<file path="config.mk">
export PLATFORM = sky130hd
export DESIGN_NAME = encoder_count_sync_capture
export DESIGN_NICKNAME = d
export VERILOG_FILES = /design/src/hdl/input_filter.v /design/src/hdl/edge_detect.v /design/src/hdl/encoder_count_sync_capture.v
export VERILOG_INCLUDE_DIRS = /design/src /design/src/hdl
export SDC_FILE = /design/constraint.sdc
export NUM_CORES = 1
export LEC_CHECK = 0
export ABC_AREA = 1
export BUFFER_PORTS_ARGS = -buffer_cell sky130_fd_sc_hd__buf_2
export CORE_MARGIN = 2
export CORE_UTILIZATION = 60
export CTS_BUF_LIST = sky130_fd_sc_hd__clkbuf_8
export CTS_CLUSTER_SIZE = 10
export DETAILED_ROUTE_END_ITERATION = 7
export PLACE_DENSITY_LB_ADDON = 0.12
export RECOVER_POWER = 25
export SYNTH_ARGS = -nofsm -noshare
export SYNTH_HDL_FRONTEND = slang
export SYNTH_SLANG_ARGS = --single-unit
</file>
<file path="constraint.sdc">
create_clock -name core_clk_in -period 5.8 [get_ports core_clk_in]
set_input_delay 1.74 -clock core_clk_in [delete_from_list [all_inputs] [get_ports core_clk_in]]
set_output_delay 1.74 -clock core_clk_in [all_outputs]
set_load 0.02 [all_outputs]
</file>
<file path="src/hdl/enc_cnt_regs.vh">
`ifndef ENC_CNT_REGS_VH
`define ENC_CNT_REGS_VH
// Clock rate and filter timing
`define CLK_FREQ_HZ 100000000
`define CLK_PERIOD_NS 10
`define FILT_SEL_W 4
`define FILT_CNT_W 19
// Minimum pulse/break times in ns
`define FILT_T0_NS 4000000
`define FILT_T1_NS 2000000
`define FILT_T2_NS 800000
`define FILT_T3_NS 400000
`define FILT_T4_NS 200000
`define FILT_T5_NS 80000
`define FILT_T6_NS 40000
`define FILT_T7_NS 20000
`define FILT_T8_NS 8000
`define FILT_T9_NS 4000
`define FILT_T10_NS 2000
`define FILT_T11_NS 800
`define FILT_T12_NS 400
// Configuration encodings
`define SIG_INC_ABN 3'h1
`define EVAL_SINGLE 2'h0
`define EVAL_DOUBLE 2'h1
`define EVAL_QUAD 2'h2
`define NREACT_NONE 2'h0
`define NREACT_SYNC 2'h1
`define NREACT_CAPT 2'h2
`define FREQ_ONCE 1'h0
`define FREQ_PERIODIC 1'h1
// Reset values
`define CNT_HIGH_DEF 32'h7fffffff
`define CNT_LOW_DEF 32'h80000000
`define CNT_START_DEF 32'h00000000
`define CAPT_RESET_DEF 32'h00000000
`endif

</file>
<file path="src/hdl/input_filter.v">
`timescale 1ns/1ps
`include "enc_cnt_regs.vh"
module input_filter (
  input wire core_clk_in,
  input wire nrst_in,
  input wire raw_in,
  input wire [`FILT_SEL_W-1:0] filt_sel_in,
  output reg level_out
);
  reg sync1_r;
  reg sync2_r;
  reg [`FILT_CNT_W-1:0] cnt_r;
  reg [31:0] limit_full;
  wire [`FILT_CNT_W-1:0] limit;

  // Clock cycles in the minimum time; the longest setting fits the counter width
  assign limit = limit_full[`FILT_CNT_W-1:0];
  always @* begin
    case (filt_sel_in)
      4'h0: limit_full = `FILT_T0_NS / `CLK_PERIOD_NS;
      4'h1: limit_full = `FILT_T1_NS / `CLK_PERIOD_NS;
      4'h2: limit_full = `FILT_T2_NS / `CLK_PERIOD_NS;
      4'h3: limit_full = `FILT_T3_NS / `CLK_PERIOD_NS;
      4'h4: limit_full = `FILT_T4_NS / `CLK_PERIOD_NS;
      4'h5: limit_full = `FILT_T5_NS / `CLK_PERIOD_NS;
      4'h6: limit_full = `FILT_T6_NS / `CLK_PERIOD_NS;
      4'h7: limit_full = `FILT_T7_NS / `CLK_PERIOD_NS;
      4'h8: limit_full = `FILT_T8_NS / `CLK_PERIOD_NS;
      4'h9: limit_full = `FILT_T9_NS / `CLK_PERIOD_NS;
      4'ha: limit_full = `FILT_T10_NS / `CLK_PERIOD_NS;
      4'hb: limit_full = `FILT_T11_NS / `CLK_PERIOD_NS;
      default: limit_full = `FILT_T12_NS / `CLK_PERIOD_NS;
    endcase
  end

  always @(posedge core_clk_in or negedge nrst_in) begin
    if (!nrst_in) begin
      sync1_r <= 1'b0;
      sync2_r <= 1'b0;
      cnt_r <= {`FILT_CNT_W{1'b0}};
      level_out <= 1'b0;
    end else begin
      sync1_r <= raw_in;
      sync2_r <= sync1_r;
      if (sync2_r == level_out) begin
        cnt_r <= {`FILT_CNT_W{1'b0}};
      end else if (cnt_r >= limit - 19'h00001) begin
        cnt_r <= {`FILT_CNT_W{1'b0}};
        level_out <= sync2_r;
      end else begin
        cnt_r <= cnt_r + 19'h00001;
      end
    end
  end
endmodule

</file>
<file path="src/hdl/edge_detect.v">
`timescale 1ns/1ps
module edge_detect (
  input wire core_clk_in,
  input wire nrst_in,
  input wire sig_in,
  output wire rise_out,
  output wire fall_out
);
  reg prev_r;
  always @(posedge core_clk_in or negedge nrst_in) begin
    if (!nrst_in) begin
      prev_r <= 1'b0;
    end else begin
      prev_r <= sig_in;
    end
  end
  assign rise_out = sig_in & ~prev_r;
  assign fall_out = ~sig_in & prev_r;
endmodule

</file>
<file path="src/hdl/encoder_count_sync_capture.v">
`timescale 1ns/1ps
`include "enc_cnt_regs.vh"
module encoder_count_sync_capture (
  input wire core_clk_in,
  input wire nrst_in,
  input wire enc_a_in,
  input wire enc_b_in,
  input wire enc_n_in,
  input wire di_sync_en_in,
  input wire di_sync_in,
  input wire di_capt_in,
  input wire [`FILT_SEL_W-1:0] filt_sel_in,
  input wire [2:0] sig_type_in,
  input wire [1:0] eval_mode_in,
  input wire invert_dir_in,
  input wire [1:0] n_react_in,
  input wire sync_freq_in,
  input wire capt_freq_in,
  input wire ref_mode_in,
  input wire sync_en_used_in,
  input wire sync_di_used_in,
  input wire capt_di_used_in,
  input wire wrap_to_start_in,
  input wire [31:0] high_limit_in,
  input wire [31:0] low_limit_in,
  input wire [31:0] start_value_in,
  input wire restart_in,
  output reg [31:0] count_out,
  output reg [31:0] capture_result_output,
  output reg sync_event_out,
  output reg capt_event_out
);
  wire a_f;
  wire b_f;
  wire n_f;
  wire a_rise;
  wire a_fall;
  wire b_rise;
  wire b_fall;
  wire n_rise;
  wire n_fall;
  wire dsy_rise;
  wire dcp_rise;
  reg dsy1_r;
  reg dsy2_r;
  reg dcp1_r;
  reg dcp2_r;
  reg den1_r;
  reg den2_r;
  reg sync_done_r;
  reg capt_done_r;
  reg step_up;
  reg step_dn;
  reg sync_ev;
  reg capt_ev;
  reg [31:0] count_nxt;
  reg [32:0] wide;
  reg sync_done_nxt;
  reg capt_done_nxt;
  reg [31:0] capture_nxt;
  wire [32:0] high_ext;
  wire [32:0] low_ext;
  wire [31:0] wrap_up_val;
  wire [31:0] wrap_dn_val;

  // Limits sign-extended for the overrun test, and the reload values on overrun
  assign high_ext = {high_limit_in[31], high_limit_in};
  assign low_ext = {low_limit_in[31], low_limit_in};
  assign wrap_up_val = wrap_to_start_in ? start_value_in : low_limit_in;
  assign wrap_dn_val = wrap_to_start_in ? start_value_in : high_limit_in;

  // selection held in filt_sel_in, one filter per encoder input A, B and N; the digital inputs are not filtered
  input_filter u_filt_a (
    .core_clk_in(core_clk_in),
    .nrst_in(nrst_in),
    .raw_in(enc_a_in),
    .filt_sel_in(filt_sel_in),
    .level_out(a_f)
  );
  input_filter u_filt_b (
    .core_clk_in(core_clk_in),
    .nrst_in(nrst_in),
    .raw_in(enc_b_in),
    .filt_sel_in(filt_sel_in),
    .level_out(b_f)
  );
  input_filter u_filt_n (
    .core_clk_in(core_clk_in),
    .nrst_in(nrst_in),
    .raw_in(enc_n_in),
    .filt_sel_in(filt_sel_in),
    .level_out(n_f)
  );

  edge_detect u_ed_a (
    .core_clk_in(core_clk_in),
    .nrst_in(nrst_in),
    .sig_in(a_f),
    .rise_out(a_rise),
    .fall_out(a_fall)
  );
  edge_detect u_ed_b (
    .core_clk_in(core_clk_in),
    .nrst_in(nrst_in),
    .sig_in(b_f),
    .rise_out(b_rise),
    .fall_out(b_fall)
  );
  edge_detect u_ed_n (
    .core_clk_in(core_clk_in),
    .nrst_in(nrst_in),
    .sig_in(n_f),
    .rise_out(n_rise),
    .fall_out(n_fall)
  );
  edge_detect u_ed_dsy (
    .core_clk_in(core_clk_in),
    .nrst_in(nrst_in),
    .sig_in(dsy2_r),
    .rise_out(dsy_rise),
    .fall_out()
  );
  edge_detect u_ed_dcp (
    .core_clk_in(core_clk_in),
    .nrst_in(nrst_in),
    .sig_in(dcp2_r),
    .rise_out(dcp_rise),
    .fall_out()
  );

  // Digital inputs synchronised
  always @(posedge core_clk_in or negedge nrst_in) begin
    if (!nrst_in) begin
      dsy1_r <= 1'b0;
      dsy2_r <= 1'b0;
      dcp1_r <= 1'b0;
      dcp2_r <= 1'b0;
      den1_r <= 1'b0;
      den2_r <= 1'b0;
    end else begin
      dsy1_r <= di_sync_in;
      dsy2_r <= dsy1_r;
      dcp1_r <= di_capt_in;
      dcp2_r <= dcp1_r;
      den1_r <= di_sync_en_in;
      den2_r <= den1_r;
    end
  end

  // Quadrature stepping
  always @* begin
    step_up = 1'b0;
    step_dn = 1'b0;
    case (eval_mode_in)
      `EVAL_SINGLE: begin
        step_up = a_rise & ~b_f;
        step_dn = a_fall & ~b_f;
      end
      `EVAL_DOUBLE: begin
        step_up = (a_rise & ~b_f) | (a_fall & b_f);
        step_dn = (a_rise & b_f) | (a_fall & ~b_f);
      end
      `EVAL_QUAD: begin
        step_up = (a_rise & ~b_f) | (a_fall & b_f) | (b_rise & a_f) | (b_fall & ~a_f);
        step_dn = (a_rise & b_f) | (a_fall & ~b_f) | (b_rise & ~a_f) | (b_fall & a_f);
      end
      default: begin
        step_up = 1'b0;
        step_dn = 1'b0;
      end
    endcase
    if (invert_dir_in) begin
      {step_up, step_dn} = {step_dn, step_up};
    end
  end

  // Sync and capture triggers
  always @* begin
    sync_ev = 1'b0;
    capt_ev = 1'b0;
    if (sig_type_in == `SIG_INC_ABN && n_react_in == `NREACT_SYNC && n_rise) begin
      sync_ev = ~sync_en_used_in | den2_r;
    end
    if (sync_di_used_in && dsy_rise) begin
      sync_ev = 1'b1;
    end
    if (sync_freq_in == `FREQ_ONCE && sync_done_r) begin
      sync_ev = 1'b0;
    end
    if (sig_type_in == `SIG_INC_ABN && n_react_in == `NREACT_CAPT && n_rise
        && ref_mode_in) begin
      capt_ev = 1'b1;
    end
    if (capt_di_used_in && dcp_rise) begin
      capt_ev = 1'b1;
    end
    if (capt_freq_in == `FREQ_ONCE && capt_done_r) begin
      capt_ev = 1'b0;
    end
  end

  // Count next value, signed 32-bit arithmetic
  always @* begin
    count_nxt = count_out;
    wide = {count_out[31], count_out};
    if (step_up && !step_dn) begin
      wide = {count_out[31], count_out} + 33'h000000001;
      if ($signed(wide) > $signed(high_ext)) begin
        count_nxt = wrap_up_val;
      end else begin
        count_nxt = wide[31:0];
      end
    end else if (step_dn && !step_up) begin
      wide = {count_out[31], count_out} - 33'h000000001;
      if ($signed(wide) < $signed(low_ext)) begin
        count_nxt = wrap_dn_val;
      end else begin
        count_nxt = wide[31:0];
      end
    end
    if (sync_ev) begin
      count_nxt = start_value_in;
    end
    if (restart_in) begin
      count_nxt = start_value_in;
    end
  end

  // An event in the same cycle as restart_in still sets its once-flag
  always @* begin
    sync_done_nxt = sync_done_r;
    capt_done_nxt = capt_done_r;
    if (restart_in) begin
      sync_done_nxt = 1'b0;
      capt_done_nxt = 1'b0;
    end
    if (sync_ev) begin
      sync_done_nxt = 1'b1;
    end
    if (capt_ev) begin
      capt_done_nxt = 1'b1;
    end
  end

  // Capture register holds its value between events
  always @* begin
    capture_nxt = capture_result_output;
    if (capt_ev) begin
      capture_nxt = count_out;
    end
  end

  // without a sync event, N leaves count_nxt untouched
  always @(posedge core_clk_in or negedge nrst_in) begin
    if (!nrst_in) begin
      count_out <= `CNT_START_DEF;
      sync_event_out <= 1'b0;
      capt_event_out <= 1'b0;
    end else begin
      count_out <= count_nxt;
      sync_event_out <= sync_ev;
      capt_event_out <= capt_ev;
    end
  end

  // Count value taken at the event, before that cycle's update
  always @(posedge core_clk_in or negedge nrst_in) begin
    if (!nrst_in) begin
      capture_result_output <= `CAPT_RESET_DEF;
    end else begin
      capture_result_output <= capture_nxt;
    end
  end

  // Once-flags, cleared by restart_in and reset
  always @(posedge core_clk_in or negedge nrst_in) begin
    if (!nrst_in) begin
      sync_done_r <= 1'b0;
      capt_done_r <= 1'b0;
    end else begin
      sync_done_r <= sync_done_nxt;
      capt_done_r <= capt_done_nxt;
    end
  end
endmodule

</file>
==> flow_summary.json <==
{
  "finalSetupTns_ns": 0,
  "diodes": 0,
  "drt_iter0_markers": 1422,
  "ys_seq_area_frac": 0.267,
  "grt_use_met3": 0.0476,
  "required_ns": 6.16,
  "fin_crit_sh": 0.802,
  "dpl_cell_area_um2": 14600,
  "fin_crit_ns": 4.65,
  "cts_hold_buf": 0,
  "gr-total-overflow": 0,
  "rows": 55,
  "synthCells": 2034,
  "powerDensity_nw_per_um2": 421,
  "cts_tree": "done",
  "gp_congestion": 0.968,
  "path_max_fanout": 18,
  "final_common_cell": "nand2_1",
  "numClockSinks": 145,
  "drtPass1Iterations": 7,
  "post_cts_buffers": 0,
  "status": "complete, but fails checks",
  "ys_ff_latch": 145,
  "clock_latency_ns": 0.47,
  "ant_nets": 0,
  "dr_total_vias": 14100,
  "grt_pass1_wl_um": 67300,
  "clock_skew_ns": 0.0140,
  "peakVddDrop_v": 0.000479,
  "wire_per_inst_um": 17.1,
  "netlist_area_um2": 13600,
  "worstPathArrival_ns": 5.02,
  "syn_nets": 2283,
  "synth_edf_count": 0,
  "synth_ff_type": "dfrtp_1",
  "post-dp-hpwl_um": 31600,
  "cts-resized-gates": 0,
  "maxSlewHeadroom": -0.506,
  "start_util": 0.605,
  "worstSetupPathType": "in2reg",
  "busiest_layer": "met2",
  "layout.nets": 2423,
  "ios": 190,
  "routed_wl_um": 42200,
  "die_y_um": 154,
  "min_path_type": "reg2reg",
  "critPathCaptureType": "flip-flop",
  "leakage_nw": 8.23,
  "port_buffers": 189,
  "cts_buffer_depth": 2,
  "track_usage": 0.355,
  "setup_viol": 0,
  "maxCapViolations": 1,
  "htreeDepth": 4,
  "path_clk_slew_ns": 0.08,
  "root_buffer": "clkbuf_8",
  "drv_slew": 90,
  "syn_area_per_cell_um2": 6.67,
  "fp.dieArea_um2": 23800,
  "yosysWarnings": 0,
  "fmax_ghz": 0.215,
  "multiInputGateArea_um2": 8330,
  "violations": "capacitance limit, slew limit",
  "final_area_um2": 15000,
  "grt_use_met2": 0.592,
  "antenna_found_initial": 0,
  "die_w_um": 154,
  "grtUsageMet1": 0.471,
  "cp-start-kind": "input pin",
  "grt_start_max_net_pins": 90,
  "synth_cell_types": 49,
  "grt_pass1_vias": 13100,
  "seq_area_um2": 3630,
  "vias_per_cell": 5.70,
  "final_cell_mix": "477 x nand2_1, 313 x inv_1, 225 x nand3_1",
  "layout-drive-gt1-share": 0.147,
  "fillers": 2102,
  "drc": 0,
  "cts_buffers": 17,
  "finalHoldViolations": 0,
  "worstMarginPinSlew_ns": 2.26,
  "coreArea_um2": 22400,
  "rsz0062_at_grt": "false",
  "async_flop_share": 1.00,
  "syn2layout_area_growth_pct": 10.8
}
[flip-flops by register name, indices dropped and copies added, names as in the netlist, 19 cells and up]
name,cells
capture_result_output,32
count_out,32
u_filt_a.cnt_r,19
u_filt_b.cnt_r,19
u_filt_n.cnt_r,19
[cell families (layout without fill, tap and decap cells)]
family / Yosys count / after routing / synth area share
compound gates: 238 / 238 / 0.0918
xor+xnor: 74 / 74 / 0.0483
fa+ha+maj: 125 / 125 / 0.115
buf+inv: 406 / 559 / 0.120
flops: 145 / 145 / 0.267
simple gates: 1046 / 1046 / 0.357
[path summary, 6_finish.rpt]
check / from / to / slack (ns) / cells after the start
max in group asynchronous: nrst_in / capture_result_output[26]$_DFFE_PN0P_ / 2.40 / 2
setup / recovery: filt_sel_in[1] / u_filt_a.cnt_r[13]$_DFF_PN0_ / 1.15 / 16
hold / removal: dcp1_r$_DFF_PN0_ / dcp2_r$_DFF_PN0_ / 0.35 / 0
min in group asynchronous: nrst_in / u_filt_n.cnt_r[16]$_DFF_PN0_ / 1.93 / 1
hold reg to reg: dcp1_r$_DFF_PN0_ / dcp2_r$_DFF_PN0_ / 0.35 / 0
setup reg to reg: count_out[0]$_DFFE_PN0P_ / count_out[29]$_DFFE_PN0P_ / 1.17 / 21
[cell type report]
cell class | count | share of cell area
inverter | 324 | 0.0809
multi-input combinational | 1483 | 0.554
clock inverter | 14 | 0.0136
tap | 285 | 0.0237
clock buffer | 18 | 0.0165
timing repair buffer | 203 | 0.0699
sequential | 145 | 0.241
[stage by stage]
| stage | power, W | hold WS, ns | util | setup WS (ns) | instances |
|---|---|---|---|---|---|
| after floorplan | 0.00424 | 0.331 | - | 1.41 | 2034 |
| after global placement | 0.00524 | 0.332 | 0.650 | 0.922 | 2440 |
| after detailed placement | 0.00531 | 0.340 | 0.650 | 0.688 | 2440 |
| after CTS | 0.00624 | 0.354 | 0.670 | 1.18 | 2472 |
| after global routing | 0.00681 | 0.364 | 0.670 | 0.772 | 2472 |
| final | 0.00633 | 0.350 | 0.670 | 1.15 | 2472 |
[report_power, final]
group | total [W] | switching, W | internal [W]
registers | 0.00165 | 0.000395 | 0.00126
clock network | 0.000905 | 0.000418 | 0.000487
logic | 0.00377 | 0.00260 | 0.00117
[cells in the mapped netlist, types with 2 or more instances]
master / number / share of area
xor2_1: 58 / 0.037
or2_2: 2 / 0.00092
nor2_1: 154 / 0.043
and2_1: 2 / 0.00092
nand2_2: 9 / 0.0041
xnor2_1: 15 / 0.0097
nand3b_1: 3 / 0.0017
a211oi_1: 2 / 0.0011
dfrtp_1: 145 / 0.27
nor2_2: 17 / 0.0078
nand3_2: 28 / 0.021
nor4_2: 2 / 0.0018
buf_2: 30 / 0.011
a21o_1: 6 / 0.0033
nand2_1: 477 / 0.13
o221ai_1: 2 / 0.0013
nor2_4: 5 / 0.0041
nand4_1: 30 / 0.014
buf_6: 7 / 0.0058
buf_4: 5 / 0.0028
o211ai_1: 3 / 0.0017
o2111ai_1: 2 / 0.0013
nor3_2: 6 / 0.0044
a31oi_1: 3 / 0.0014
nor4_1: 18 / 0.0083
nor3_1: 52 / 0.019
nand3_1: 225 / 0.083
ha_1: 125 / 0.12
o21ai_0: 92 / 0.034
inv_1: 313 / 0.087
nor3b_1: 8 / 0.0044
a21oi_1: 123 / 0.045
clkbuf_1: 40 / 0.011
clkinv_1: 2 / 0.00055
inv_2: 9 / 0.0025
[critical path, stage by stage]
cell      delay (ns)
buf_2           0.14
inv_1           0.11
ha_1            0.24
o21ai_0         0.34
and2_1          0.21
nand3_1         0.07
o221ai_1        0.36
ha_1            0.34
a21oi_1         0.16
nor2_1          0.05
nor2_1          0.08
nand3_1         0.09
nand2_1         0.07
nand4_1         0.20
or2_1           0.50
nor3b_1         0.29
[per-layer routing]
layer  share of wire  up-vias
li1                -     6847
met1            0.41     6423
met2            0.47      709
met3           0.087      107
met4           0.038        0
met5               0        -
Power figures use the tool's default switching activity.
